--- src/pkg/rsc_map.vh ---
`ifndef RSC_MAP_VH
`define RSC_MAP_VH
// register offsets
`define RSC_ADDR_EVENT      8'h01
`define RSC_ADDR_POWER      8'h02
`define RSC_ADDR_SQUARE_WAVE_OUTPUT     8'h0F
// event register bits
`define RSC_BIT_TICK        7
`define RSC_BIT_WDOG        6
`define RSC_BIT_GTS         5
`define RSC_BIT_ALARM       4
`define RSC_BIT_CDOWN       3
`define RSC_BIT_TIMESTAMP_IRQ_ENABLE        2
`define RSC_BIT_AIE         1
`define RSC_BIT_CDIE        0
// power register bits
`define RSC_PWR_HI          7
`define RSC_PWR_LO          5
`define RSC_BIT_SWITCHOVER_TIMESTAMP_ENABLE        4
`define RSC_BIT_SWO         3
`define RSC_BIT_BLOW        2
`define RSC_BIT_BIE         1
`define RSC_BIT_BATTERY_LOW_IRQ_ENABLE        0
// clock output register bits
`define RSC_TCR_HI          7
`define RSC_TCR_LO          6
`define RSC_BIT_CALIBRATION_REFRESH_BIT        5
`define RSC_COF_HI          2
`define RSC_COF_LO          0
// reset values
`define RSC_EVENT_RESET     8'h00
`define RSC_POWER_RESET     8'h00
`define RSC_TCR_RESET       2'h0
`define RSC_COF_RESET       3'h0
`define RSC_COF_HIZ         3'h7
// timing
`define RSC_CLK_HZ          125000000
`define RSC_RELOAD_MS       100
`define RSC_RELOAD_CYC      ((`RSC_CLK_HZ / 1000) * `RSC_RELOAD_MS)
`define RSC_SEC_CYC         `RSC_CLK_HZ
// measurement periods in seconds
`define RSC_PERIOD_4MIN     8'hF0
`define RSC_PERIOD_2MIN     8'h78
`define RSC_PERIOD_1MIN     8'h3C
`define RSC_PERIOD_30S      8'h1E
`endif

--- src/design/rsc_ctrl.v ---
`timescale 1ns/1ns
`include "rsc_map.vh"
module rsc_ctrl #(
  parameter RELOAD_CYC = `RSC_RELOAD_CYC,
  parameter SEC_CYC    = `RSC_SEC_CYC
) (
  // clock and reset
  input  wire       clk,
  input  wire       rst_n,
  // register port
  input  wire [7:0] reg_addr,
  input  wire [7:0] reg_wdata,
  input  wire       reg_wr,
  input  wire       reg_rd,
  output reg  [7:0] reg_rdata,
  // event sources, one-cycle pulses; battery_low and intermediate_ts_flag are levels
  input  wire       tick_event,
  input  wire       watchdog_event,
  input  wire       timestamp_input_low,
  input  wire       alarm_event,
  input  wire       countdown_event,
  input  wire       switchover_event,
  input  wire       battery_low,
  input  wire       intermediate_ts_flag,
  // outputs to the rest of the clock
  output reg        irq,
  output reg  [2:0] power_management_field,
  output reg        switchover_timestamp,
  output reg  [2:0] clock_output_rate_field,
  output reg        square_wave_oe_n,
  output reg  [1:0] temp_period_field,
  output reg        temp_measure,
  output reg        reload_busy,
  output reg        reload_start
);
  ////////////////////////////////////////////////////////////////////////////
  // storage
  reg        tick_event_flag;
  reg        watchdog_event_flag;
  reg        ground_timestamp_flag;
  reg        alarm_flag;
  reg        countdown_flag;
  reg        timestamp_irq_enable;
  reg        alarm_irq_enable;
  reg        countdown_irq_enable;
  reg        switchover_timestamp_enable;
  reg        switchover_flag;
  reg        battery_low_flag;
  reg        switchover_irq_enable;
  reg        battery_low_irq_enable;
  reg        calibration_refresh_bit;
  reg [31:0] reload_cnt;
  wire       measure_pulse;

  wire [7:0] event_image;
  wire [7:0] power_image;
  wire [7:0] square_wave_output_image;

  // one-hot register select codes
  localparam [2:0] SEL_NONE   = 3'h0;
  localparam [2:0] SEL_EVENT  = 3'h1;
  localparam [2:0] SEL_POWER  = 3'h2;
  localparam [2:0] SEL_SQUARE_WAVE_OUTPUT = 3'h4;

  // address decode shared by write strobes and read back
  function [2:0] reg_select;
    input [7:0] addr;
    begin
      case (addr)
        `RSC_ADDR_EVENT:  reg_select = SEL_EVENT;
        `RSC_ADDR_POWER:  reg_select = SEL_POWER;
        `RSC_ADDR_SQUARE_WAVE_OUTPUT: reg_select = SEL_SQUARE_WAVE_OUTPUT;
        default:          reg_select = SEL_NONE;
      endcase
    end
  endfunction

  wire [2:0] addr_sel  = reg_select(reg_addr);
  wire       wr_event  = reg_wr && addr_sel[0];
  wire       wr_power  = reg_wr && addr_sel[1];
  wire       wr_square_wave_output = reg_wr && addr_sel[2];

  // sticky flag: set wins over a software clear, writing one keeps it
  function next_flag;
    input cur;
    input set;
    input wr;
    input wbit;
    begin
      next_flag = set | (cur & ~(wr & ~wbit));
    end
  endfunction

  ////////////////////////////////////////////////////////////////////////////
  // event register
  always @(posedge clk or negedge rst_n) begin
    if (!rst_n) begin
      tick_event_flag       <= 1'b0;
      watchdog_event_flag   <= 1'b0;
      ground_timestamp_flag <= 1'b0;
      alarm_flag            <= 1'b0;
      countdown_flag        <= 1'b0;
      timestamp_irq_enable  <= 1'b0;
      alarm_irq_enable      <= 1'b0;
      countdown_irq_enable  <= 1'b0;
    end else begin
      tick_event_flag <= next_flag(tick_event_flag, tick_event, wr_event,
                                   reg_wdata[`RSC_BIT_TICK]);
      watchdog_event_flag <= watchdog_event_flag | watchdog_event;
      ground_timestamp_flag <= next_flag(ground_timestamp_flag, timestamp_input_low,
                                         wr_event, reg_wdata[`RSC_BIT_GTS]);
      alarm_flag <= next_flag(alarm_flag, alarm_event, wr_event,
                              reg_wdata[`RSC_BIT_ALARM]);
      countdown_flag <= next_flag(countdown_flag, countdown_event, wr_event,
                                  reg_wdata[`RSC_BIT_CDOWN]);
      if (wr_event) begin
        timestamp_irq_enable <= reg_wdata[`RSC_BIT_TIMESTAMP_IRQ_ENABLE];
        alarm_irq_enable     <= reg_wdata[`RSC_BIT_AIE];
        countdown_irq_enable <= reg_wdata[`RSC_BIT_CDIE];
      end
    end
  end

  ////////////////////////////////////////////////////////////////////////////
  // power register
  always @(posedge clk or negedge rst_n) begin
    if (!rst_n) begin
      power_management_field      <= 3'h0;
      switchover_timestamp_enable <= 1'b0;
      switchover_flag             <= 1'b0;
      battery_low_flag            <= 1'b0;
      switchover_irq_enable       <= 1'b0;
      battery_low_irq_enable      <= 1'b0;
      switchover_timestamp        <= 1'b0;
    end else begin
      if (wr_power) begin
        power_management_field      <= reg_wdata[`RSC_PWR_HI:`RSC_PWR_LO];
        switchover_timestamp_enable <= reg_wdata[`RSC_BIT_SWITCHOVER_TIMESTAMP_ENABLE];
        switchover_irq_enable       <= reg_wdata[`RSC_BIT_BIE];
        battery_low_irq_enable      <= reg_wdata[`RSC_BIT_BATTERY_LOW_IRQ_ENABLE];
      end
      switchover_flag <= next_flag(switchover_flag, switchover_event, wr_power,
                                   reg_wdata[`RSC_BIT_SWO]);
      battery_low_flag <= battery_low;
      switchover_timestamp <= switchover_event & switchover_timestamp_enable;
    end
  end

  ////////////////////////////////////////////////////////////////////////////
  // clock output and compensation register
  always @(posedge clk or negedge rst_n) begin
    if (!rst_n) begin
      temp_period_field       <= `RSC_TCR_RESET;
      clock_output_rate_field <= `RSC_COF_RESET;
      square_wave_oe_n        <= 1'b0;
    end else begin
      if (wr_square_wave_output) begin
        temp_period_field       <= reg_wdata[`RSC_TCR_HI:`RSC_TCR_LO];
        clock_output_rate_field <= reg_wdata[`RSC_COF_HI:`RSC_COF_LO];
        square_wave_oe_n <= (reg_wdata[`RSC_COF_HI:`RSC_COF_LO] == `RSC_COF_HIZ);
      end
    end
  end

  // no reset: keeps its value across resets
  always @(posedge clk) begin
    if (wr_square_wave_output) begin
      calibration_refresh_bit <= reg_wdata[`RSC_BIT_CALIBRATION_REFRESH_BIT];
    end
  end

  ////////////////////////////////////////////////////////////////////////////
  // calibration reload sequencer
  localparam [1:0] RLD_IDLE = 2'h0;
  localparam [1:0] RLD_BUSY = 2'h1;

  reg [1:0]  rld_state;
  reg [1:0]  next_rld_state;
  reg [31:0] next_reload_cnt;
  wire       refresh_rise;

  // only a stored, known zero followed by a written one starts a reload
  assign refresh_rise = wr_square_wave_output && reg_wdata[`RSC_BIT_CALIBRATION_REFRESH_BIT] &&
                        (calibration_refresh_bit == 1'b0);

  always @* begin
    next_rld_state  = rld_state;
    next_reload_cnt = reload_cnt;
    case (rld_state)
      RLD_IDLE: begin
        next_reload_cnt = 32'h0;
      end
      RLD_BUSY: begin
        if (reload_cnt >= RELOAD_CYC - 2) begin
          next_rld_state = RLD_IDLE;
        end else begin
          next_reload_cnt = reload_cnt + 32'h1;
        end
      end
      default: begin
        next_rld_state = RLD_IDLE;
      end
    endcase
    // a new rising refresh restarts the reload
    if (refresh_rise) begin
      next_rld_state  = RLD_BUSY;
      next_reload_cnt = 32'h0;
    end
  end

  always @(posedge clk or negedge rst_n) begin
    if (!rst_n) begin
      rld_state    <= RLD_IDLE;
      reload_cnt   <= 32'h0;
      reload_busy  <= 1'b0;
      reload_start <= 1'b0;
    end else begin
      rld_state    <= next_rld_state;
      reload_cnt   <= next_reload_cnt;
      reload_busy  <= (next_rld_state == RLD_BUSY);
      reload_start <= refresh_rise;
    end
  end

  ////////////////////////////////////////////////////////////////////////////
  // temperature scheduling
  rsc_period_timer #(
    .SEC_CYC (SEC_CYC)
  ) u_timer (
    .clk        (clk),
    .rst_n      (rst_n),
    .period_sel (temp_period_field),
    .measure    (measure_pulse)
  );

  always @(posedge clk or negedge rst_n) begin
    if (!rst_n) begin
      temp_measure <= 1'b0;
    end else begin
      temp_measure <= measure_pulse;
    end
  end

  ////////////////////////////////////////////////////////////////////////////
  // interrupt and read back
  // per-source enable gating; the tick flag has no enable of its own here
  wire [4:0] irq_flags;
  wire [4:0] irq_enables;
  wire [4:0] irq_terms;
  genvar     gi;

  assign irq_flags   = {battery_low_flag, switchover_flag, countdown_flag, alarm_flag,
                        ground_timestamp_flag | intermediate_ts_flag};
  assign irq_enables = {battery_low_irq_enable,
                        switchover_irq_enable,
                        countdown_irq_enable,
                        alarm_irq_enable,
                        timestamp_irq_enable};

  generate
    for (gi = 0; gi < 5; gi = gi + 1) begin : g_irq_term
      assign irq_terms[gi] = irq_flags[gi] & irq_enables[gi];
    end
  endgenerate

  always @(posedge clk or negedge rst_n) begin
    if (!rst_n) begin
      irq <= 1'b0;
    end else begin
      irq <= (|irq_terms) | tick_event_flag;
    end
  end

  assign event_image  = {tick_event_flag, watchdog_event_flag, ground_timestamp_flag,
                         alarm_flag, countdown_flag, timestamp_irq_enable,
                         alarm_irq_enable, countdown_irq_enable};
  assign power_image  = {power_management_field, switchover_timestamp_enable,
                         switchover_flag, battery_low_flag, switchover_irq_enable,
                         battery_low_irq_enable};
  assign square_wave_output_image = {temp_period_field, calibration_refresh_bit, 2'h0,
                         clock_output_rate_field};

  always @(posedge clk or negedge rst_n) begin
    if (!rst_n) begin
      reg_rdata <= 8'h00;
    end else if (reg_rd) begin
      case (addr_sel)
        SEL_EVENT:  reg_rdata <= event_image;
        SEL_POWER:  reg_rdata <= power_image;
        SEL_SQUARE_WAVE_OUTPUT: reg_rdata <= square_wave_output_image;
        default:    reg_rdata <= 8'h00;
      endcase
    end
  end
endmodule // rsc_ctrl

--- src/design/rsc_period_timer.v ---
`timescale 1ns/1ns
`include "rsc_map.vh"
// temperature measurement scheduler: one tick right after reset, then periodic
module rsc_period_timer #(
  parameter SEC_CYC = `RSC_SEC_CYC
) (
  // clock and reset
  input  wire       clk,
  input  wire       rst_n,
  // control
  input  wire [1:0] period_sel,
  // result
  output reg        measure
);
  reg [31:0] sub_cnt;
  reg [7:0]  sec_cnt;
  reg        started;
  wire [7:0] limit_s;

  assign limit_s = (period_sel == 2'h0) ? `RSC_PERIOD_4MIN :
                   (period_sel == 2'h1) ? `RSC_PERIOD_2MIN :
                   (period_sel == 2'h2) ? `RSC_PERIOD_1MIN : `RSC_PERIOD_30S;

  always @(posedge clk or negedge rst_n) begin
    if (!rst_n) begin
      sub_cnt <= 32'h0;
      sec_cnt <= 8'h0;
      started <= 1'b0;
      measure <= 1'b0;
    end else begin
      measure <= 1'b0;
      if (!started) begin
        started <= 1'b1;
        measure <= 1'b1;
      end else if (sub_cnt >= SEC_CYC - 1) begin
        sub_cnt <= 32'h0;
        if (sec_cnt + 8'h1 >= limit_s) begin
          sec_cnt <= 8'h0;
          measure <= 1'b1;
        end else begin
          sec_cnt <= sec_cnt + 8'h1;
        end
      end else begin
        sub_cnt <= sub_cnt + 32'h1;
      end
    end
  end
endmodule // rsc_period_timer

--- config.mk ---
export PLATFORM = sky130hd
export DESIGN_NAME = rsc_ctrl
export DESIGN_NICKNAME = d
export VERILOG_FILES = /design/src/design/rsc_ctrl.v /design/src/design/rsc_period_timer.v
export VERILOG_INCLUDE_DIRS = /design/src /design/src/pkg
export SDC_FILE = /design/constraint.sdc
export NUM_CORES = 1
export LEC_CHECK = 0
export BUFFER_PORTS_ARGS = -buffer_cell sky130_fd_sc_hd__buf_2
export CORE_MARGIN = 1
export CORE_UTILIZATION = 45
export CTS_BUF_LIST = sky130_fd_sc_hd__clkbuf_8
export CTS_CLUSTER_SIZE = 8
export DETAILED_ROUTE_END_ITERATION = 16
export PLACE_DENSITY = 0.76
export REMOVE_ABC_BUFFERS = 1
export SLEW_MARGIN = 20
export SYNTH_ARGS = -nofsm -noshare
export SYNTH_HDL_FRONTEND = slang
export SYNTH_HIERARCHICAL = 1
export SYNTH_SLANG_ARGS = --single-unit
--- constraint.sdc ---
create_clock -name clk -period 2.42 [get_ports clk]
set_input_delay 0.363 -clock clk [delete_from_list [all_inputs] [get_ports clk]]
set_output_delay 0.363 -clock clk [all_outputs]
set_load 0.05 [all_outputs]
==> summary.txt <==
Run status
  • Outcome: complete, no violations

Yosys
  • XOR/XNOR Fraction of Synth Area: 3.947%
  • Sequential area share after synthesis: 46.87%
  • Register bit count reported by yosys: 112
  • Post-synth EDFFs: 1
  • Synth Area in Compound Gates: 13.93%
  • Distinct cells, synth: 75
  • Post-Synth Adder-Cell Area: 2.089%
  • Synth async-reset ratio: 99.11%
  • Mapped cell area: 5991 um^2
  • Mapped Avg Cell Area: 9.869 um^2
  • Simple-gate share of the synthesized area: 25.00%
  • Cells after synthesis: 607
  • Mux cell area share after synthesis: 3.843%
  • Syn. warnings: 6
  • Largest family of logic cells by synthesized area: simple AND/OR/NAND/NOR gates
  • Dominant synthesized flop cell: dfrtp_1

Timing
  • Final hold vios: 0
  • Tcrit/Tclk final: 98.71%
  • Tmin final: 2.389 ns
  • Max-slew violation count: 0
  • Min setup slack post-route: 0.03122 ns
  • Final setup violation count: 0
  • TNS Setup: 0 ns
  • Highest clock rate: 418.6 MHz
  • Setup Skew: 0.01291 ns
  • Slew HR: 54.46%
  • Min Hold Slack: 0.02511 ns
  • Slew @ Worst Pin: 0.6773 ns

Worst setup path
  • CP arrival: 2.72 ns
  • R2R depth: 10
  • Worst R2R End: u_timer/sec_cnt[2]
  • Crit Reg-Reg Startpoint: u_timer/sec_cnt[1]
  • Worst setup path class: register to register
  • R2r setup slk: 0.03 ns
  • Critical Path RT: 2.76 ns
  • Max FO, Critical Path: 6
  • CP endpoint kind: register
  • CP Launch Type: register

Global route
  • Initial antenna violation count: 0
  • Vias in the first global route: 4937
  • Met2 Resource Use GR: 34.21%
  • Met1 Resource Use GR: 27.36%
  • Total GRT Usage: 20.95%
  • Total gr overflow: 0
  • First-pass GRT wire length: 23620 um
  • Largest net degree at the start of global routing: 112
  • Most used routing layer: met2
  • GR Util met3: 2.870%

Hold path
  • Hold Crit Class: input port to asynchronous set/reset pin

Die
  • Die outline height: 117.4 um
  • Initial Util: 46.71%
  • Row count: 41
  • Die Area: 13780 um^2
  • # IOs: 50
  • Core ar.: 12820 um^2
  • Die W: 117.4 um

Final layout
  • Share of layout cells above drive strength 1: 20.86%
  • Non-Filler Instances: 843
  • Final #Nets: 704
  • Cell area after layout: 6758 um^2
  • Antenna cells: 0
  • Final core utilization: 52.69%
  • Area Overhead vs Synth: 12.80%
  • FILL cells: 1158

Clocking
  • CTS tree: built
  • Clk slew on worst S/H paths: 0.11 ns
  • Post-CTS setup repair buffer count: 0
  • CTS Sinks: 112
  • # hold bufs at CTS: 0
  • Clock root buffer master: clkbuf_8
  • Htree depth: 3
  • CTS max path bufs: 2
  • Total CTS buffers: 9
  • Worst-skew pair later-pin latency: 0.40 ns

Run
  • Max_cap viols: 0

Power
  • Power Density: 505.2 nW/um^2
  • VDD IR-drop max: 346.0 uV
  • Static leakage: 3.108 nW
  • Post-route total power: 3.414 mW

Route
  • Avg WL per Cell: 16.45 um
  • Via count: 5020
  • Vias per cell: 5.955
  • Initial DRC count: 428
  • Drt drc: 0
  • Final wirelength: 13870 um
  • First drt pass iteration count: 5
  • Remaining antenna violation count: 0

Placed design
  • Detailed placement HPWL: 9939 um
  • Pre-CTS setup slack: -0.005423 ns
  • Gp weighted congestion: 0.9203
  • I/O Buffers: 49
  • Placed Instance Area: 6481 um^2
  • Dpl cells: 827
==> flip-flops by register name, indices dropped and copies added, names as in the netlist, 2 cells and up <==
| register | flops |
|---|---|
| reload_cnt | 32 |
| u_timer/sub_cnt | 32 |
| reg_rdata | 8 |
| u_timer/sec_cnt | 8 |
| clock_output_rate_field | 3 |
| power_management_field | 3 |
| rld_state | 2 |
| temp_period_field | 2 |
==> cell families (layout without fill, tap and decap cells) <==
kind of cell	after synthesis	after routing
other	2	2
xor gates and xnor gates	27	27
buffers and inverters	53	117
adders and majority gates	10	10
and+or+nand+nor	264	264
AOI/OAI and AO/OA	118	118
muxes	21	21
DFF	112	112
==> Yosys cell counts, drive strengths merged (10+ instances only) <==
master / count / share of area [%]
dfrtp: 111 / 46
nor2: 56 / 3.6
nand3: 42 / 3.6
nand2: 39 / 2.7
inv: 33 / 2.1
nand4: 29 / 3.4
o21ai: 27 / 2.3
xor2: 20 / 2.9
and2: 18 / 1.9
nor3: 17 / 1.7
mux2: 16 / 3.0
a21oi: 15 / 1.3
and3: 15 / 1.6
buf: 13 / 1.3
o2111ai: 13 / 1.9
nor4: 11 / 2.0
a31oi: 10 / 1.0
ha: 10 / 2.1
==> worst max-delay path by stage <==
| stage | start | to | slack (ns) | cells after the start |
|---|---|---|---|---|
| after floorplan | reload_cnt[14] | reload_cnt[3] | -0.11 | 5 |
| after global placement | u_timer/sec_cnt[0] | u_timer/sec_cnt[5] | 0.14 | 10 |
| after detailed placement | u_timer/sec_cnt[1] | u_timer/sec_cnt[2] | -0.005 | 10 |
| after CTS | u_timer/sec_cnt[1] | u_timer/sec_cnt[0] | 0.008 | 10 |
| after global routing | u_timer/sec_cnt[1] | u_timer/sec_cnt[4] | -0.04 | 10 |
| final | u_timer/sec_cnt[1] | u_timer/sec_cnt[2] | 0.03 | 10 |
==> cell type report <==
cell class                 instances  area, um^2  area share, %
multi-input combinational        442        3003          44.44
timing repair buffer              68       402.9          5.962
tap                              172       215.2          3.185
inverter                          33       123.9          1.833
sequential                       112        2808          41.55
clock buffer                       9       123.9          1.833
clock inverter                     7       81.33          1.203
==> cells in the final DEF (no fill, tap or decap), drive strengths merged, types with 9 or more instances in the layout <==
master / synthesis / routed
o2111ai: 13 / 13
xor2: 20 / 20
nor3: 17 / 17
and3: 15 / 15
dfrtp: 111 / 111
nor2: 56 / 56
nand4: 29 / 29
o21ai: 27 / 27
nand3: 42 / 42
nand2: 39 / 39
buf: 13 / 68
mux2: 16 / 16
and2: 18 / 18
nor4: 11 / 11
a21oi: 15 / 15
ha: 10 / 10
clkbuf: 7 / 9
inv: 33 / 37
a31oi: 10 / 10
==> worst max-delay path, stage by stage, from the launching register on <==
cell       delay [ns]
dfrtp_1          0.41
ha_2             0.20
and3_4           0.21
nand3_2          0.10
xnor2_2          0.16
ha_1             0.29
a21o_1           0.18
a21o_1           0.21
a31o_4           0.26
o2bb2ai_1        0.16
a32o_1           0.16
==> repair_timing <==
| action | in CTS | in global routing |
|---|---|---|
| setup endpoints to repair | 3 | 18 |
| pin swaps | 0 | 3 |
| gates resized for setup | 1 | 12 |
==> report_power, final <==
group / switching (mW) / internal [mW]
Sequential: 0.0716 / 1.93
Clock: 0.727 / 0.416
Combinational: 0.172 / 0.0938
Total: 0.971 / 2.44
==> routing by layer <==
layer | up-vias | share of wire [%] | routed length, um
li1 | 2361 | - | -
met3 | 30 | 4.3 | 603
met2 | 158 | 49 | 6832
met1 | 2471 | 44 | 6086
met5 | - | 0 | 0
met4 | 0 | 2.5 | 344
No activity file was read; power rests on OpenSTA's default activity.
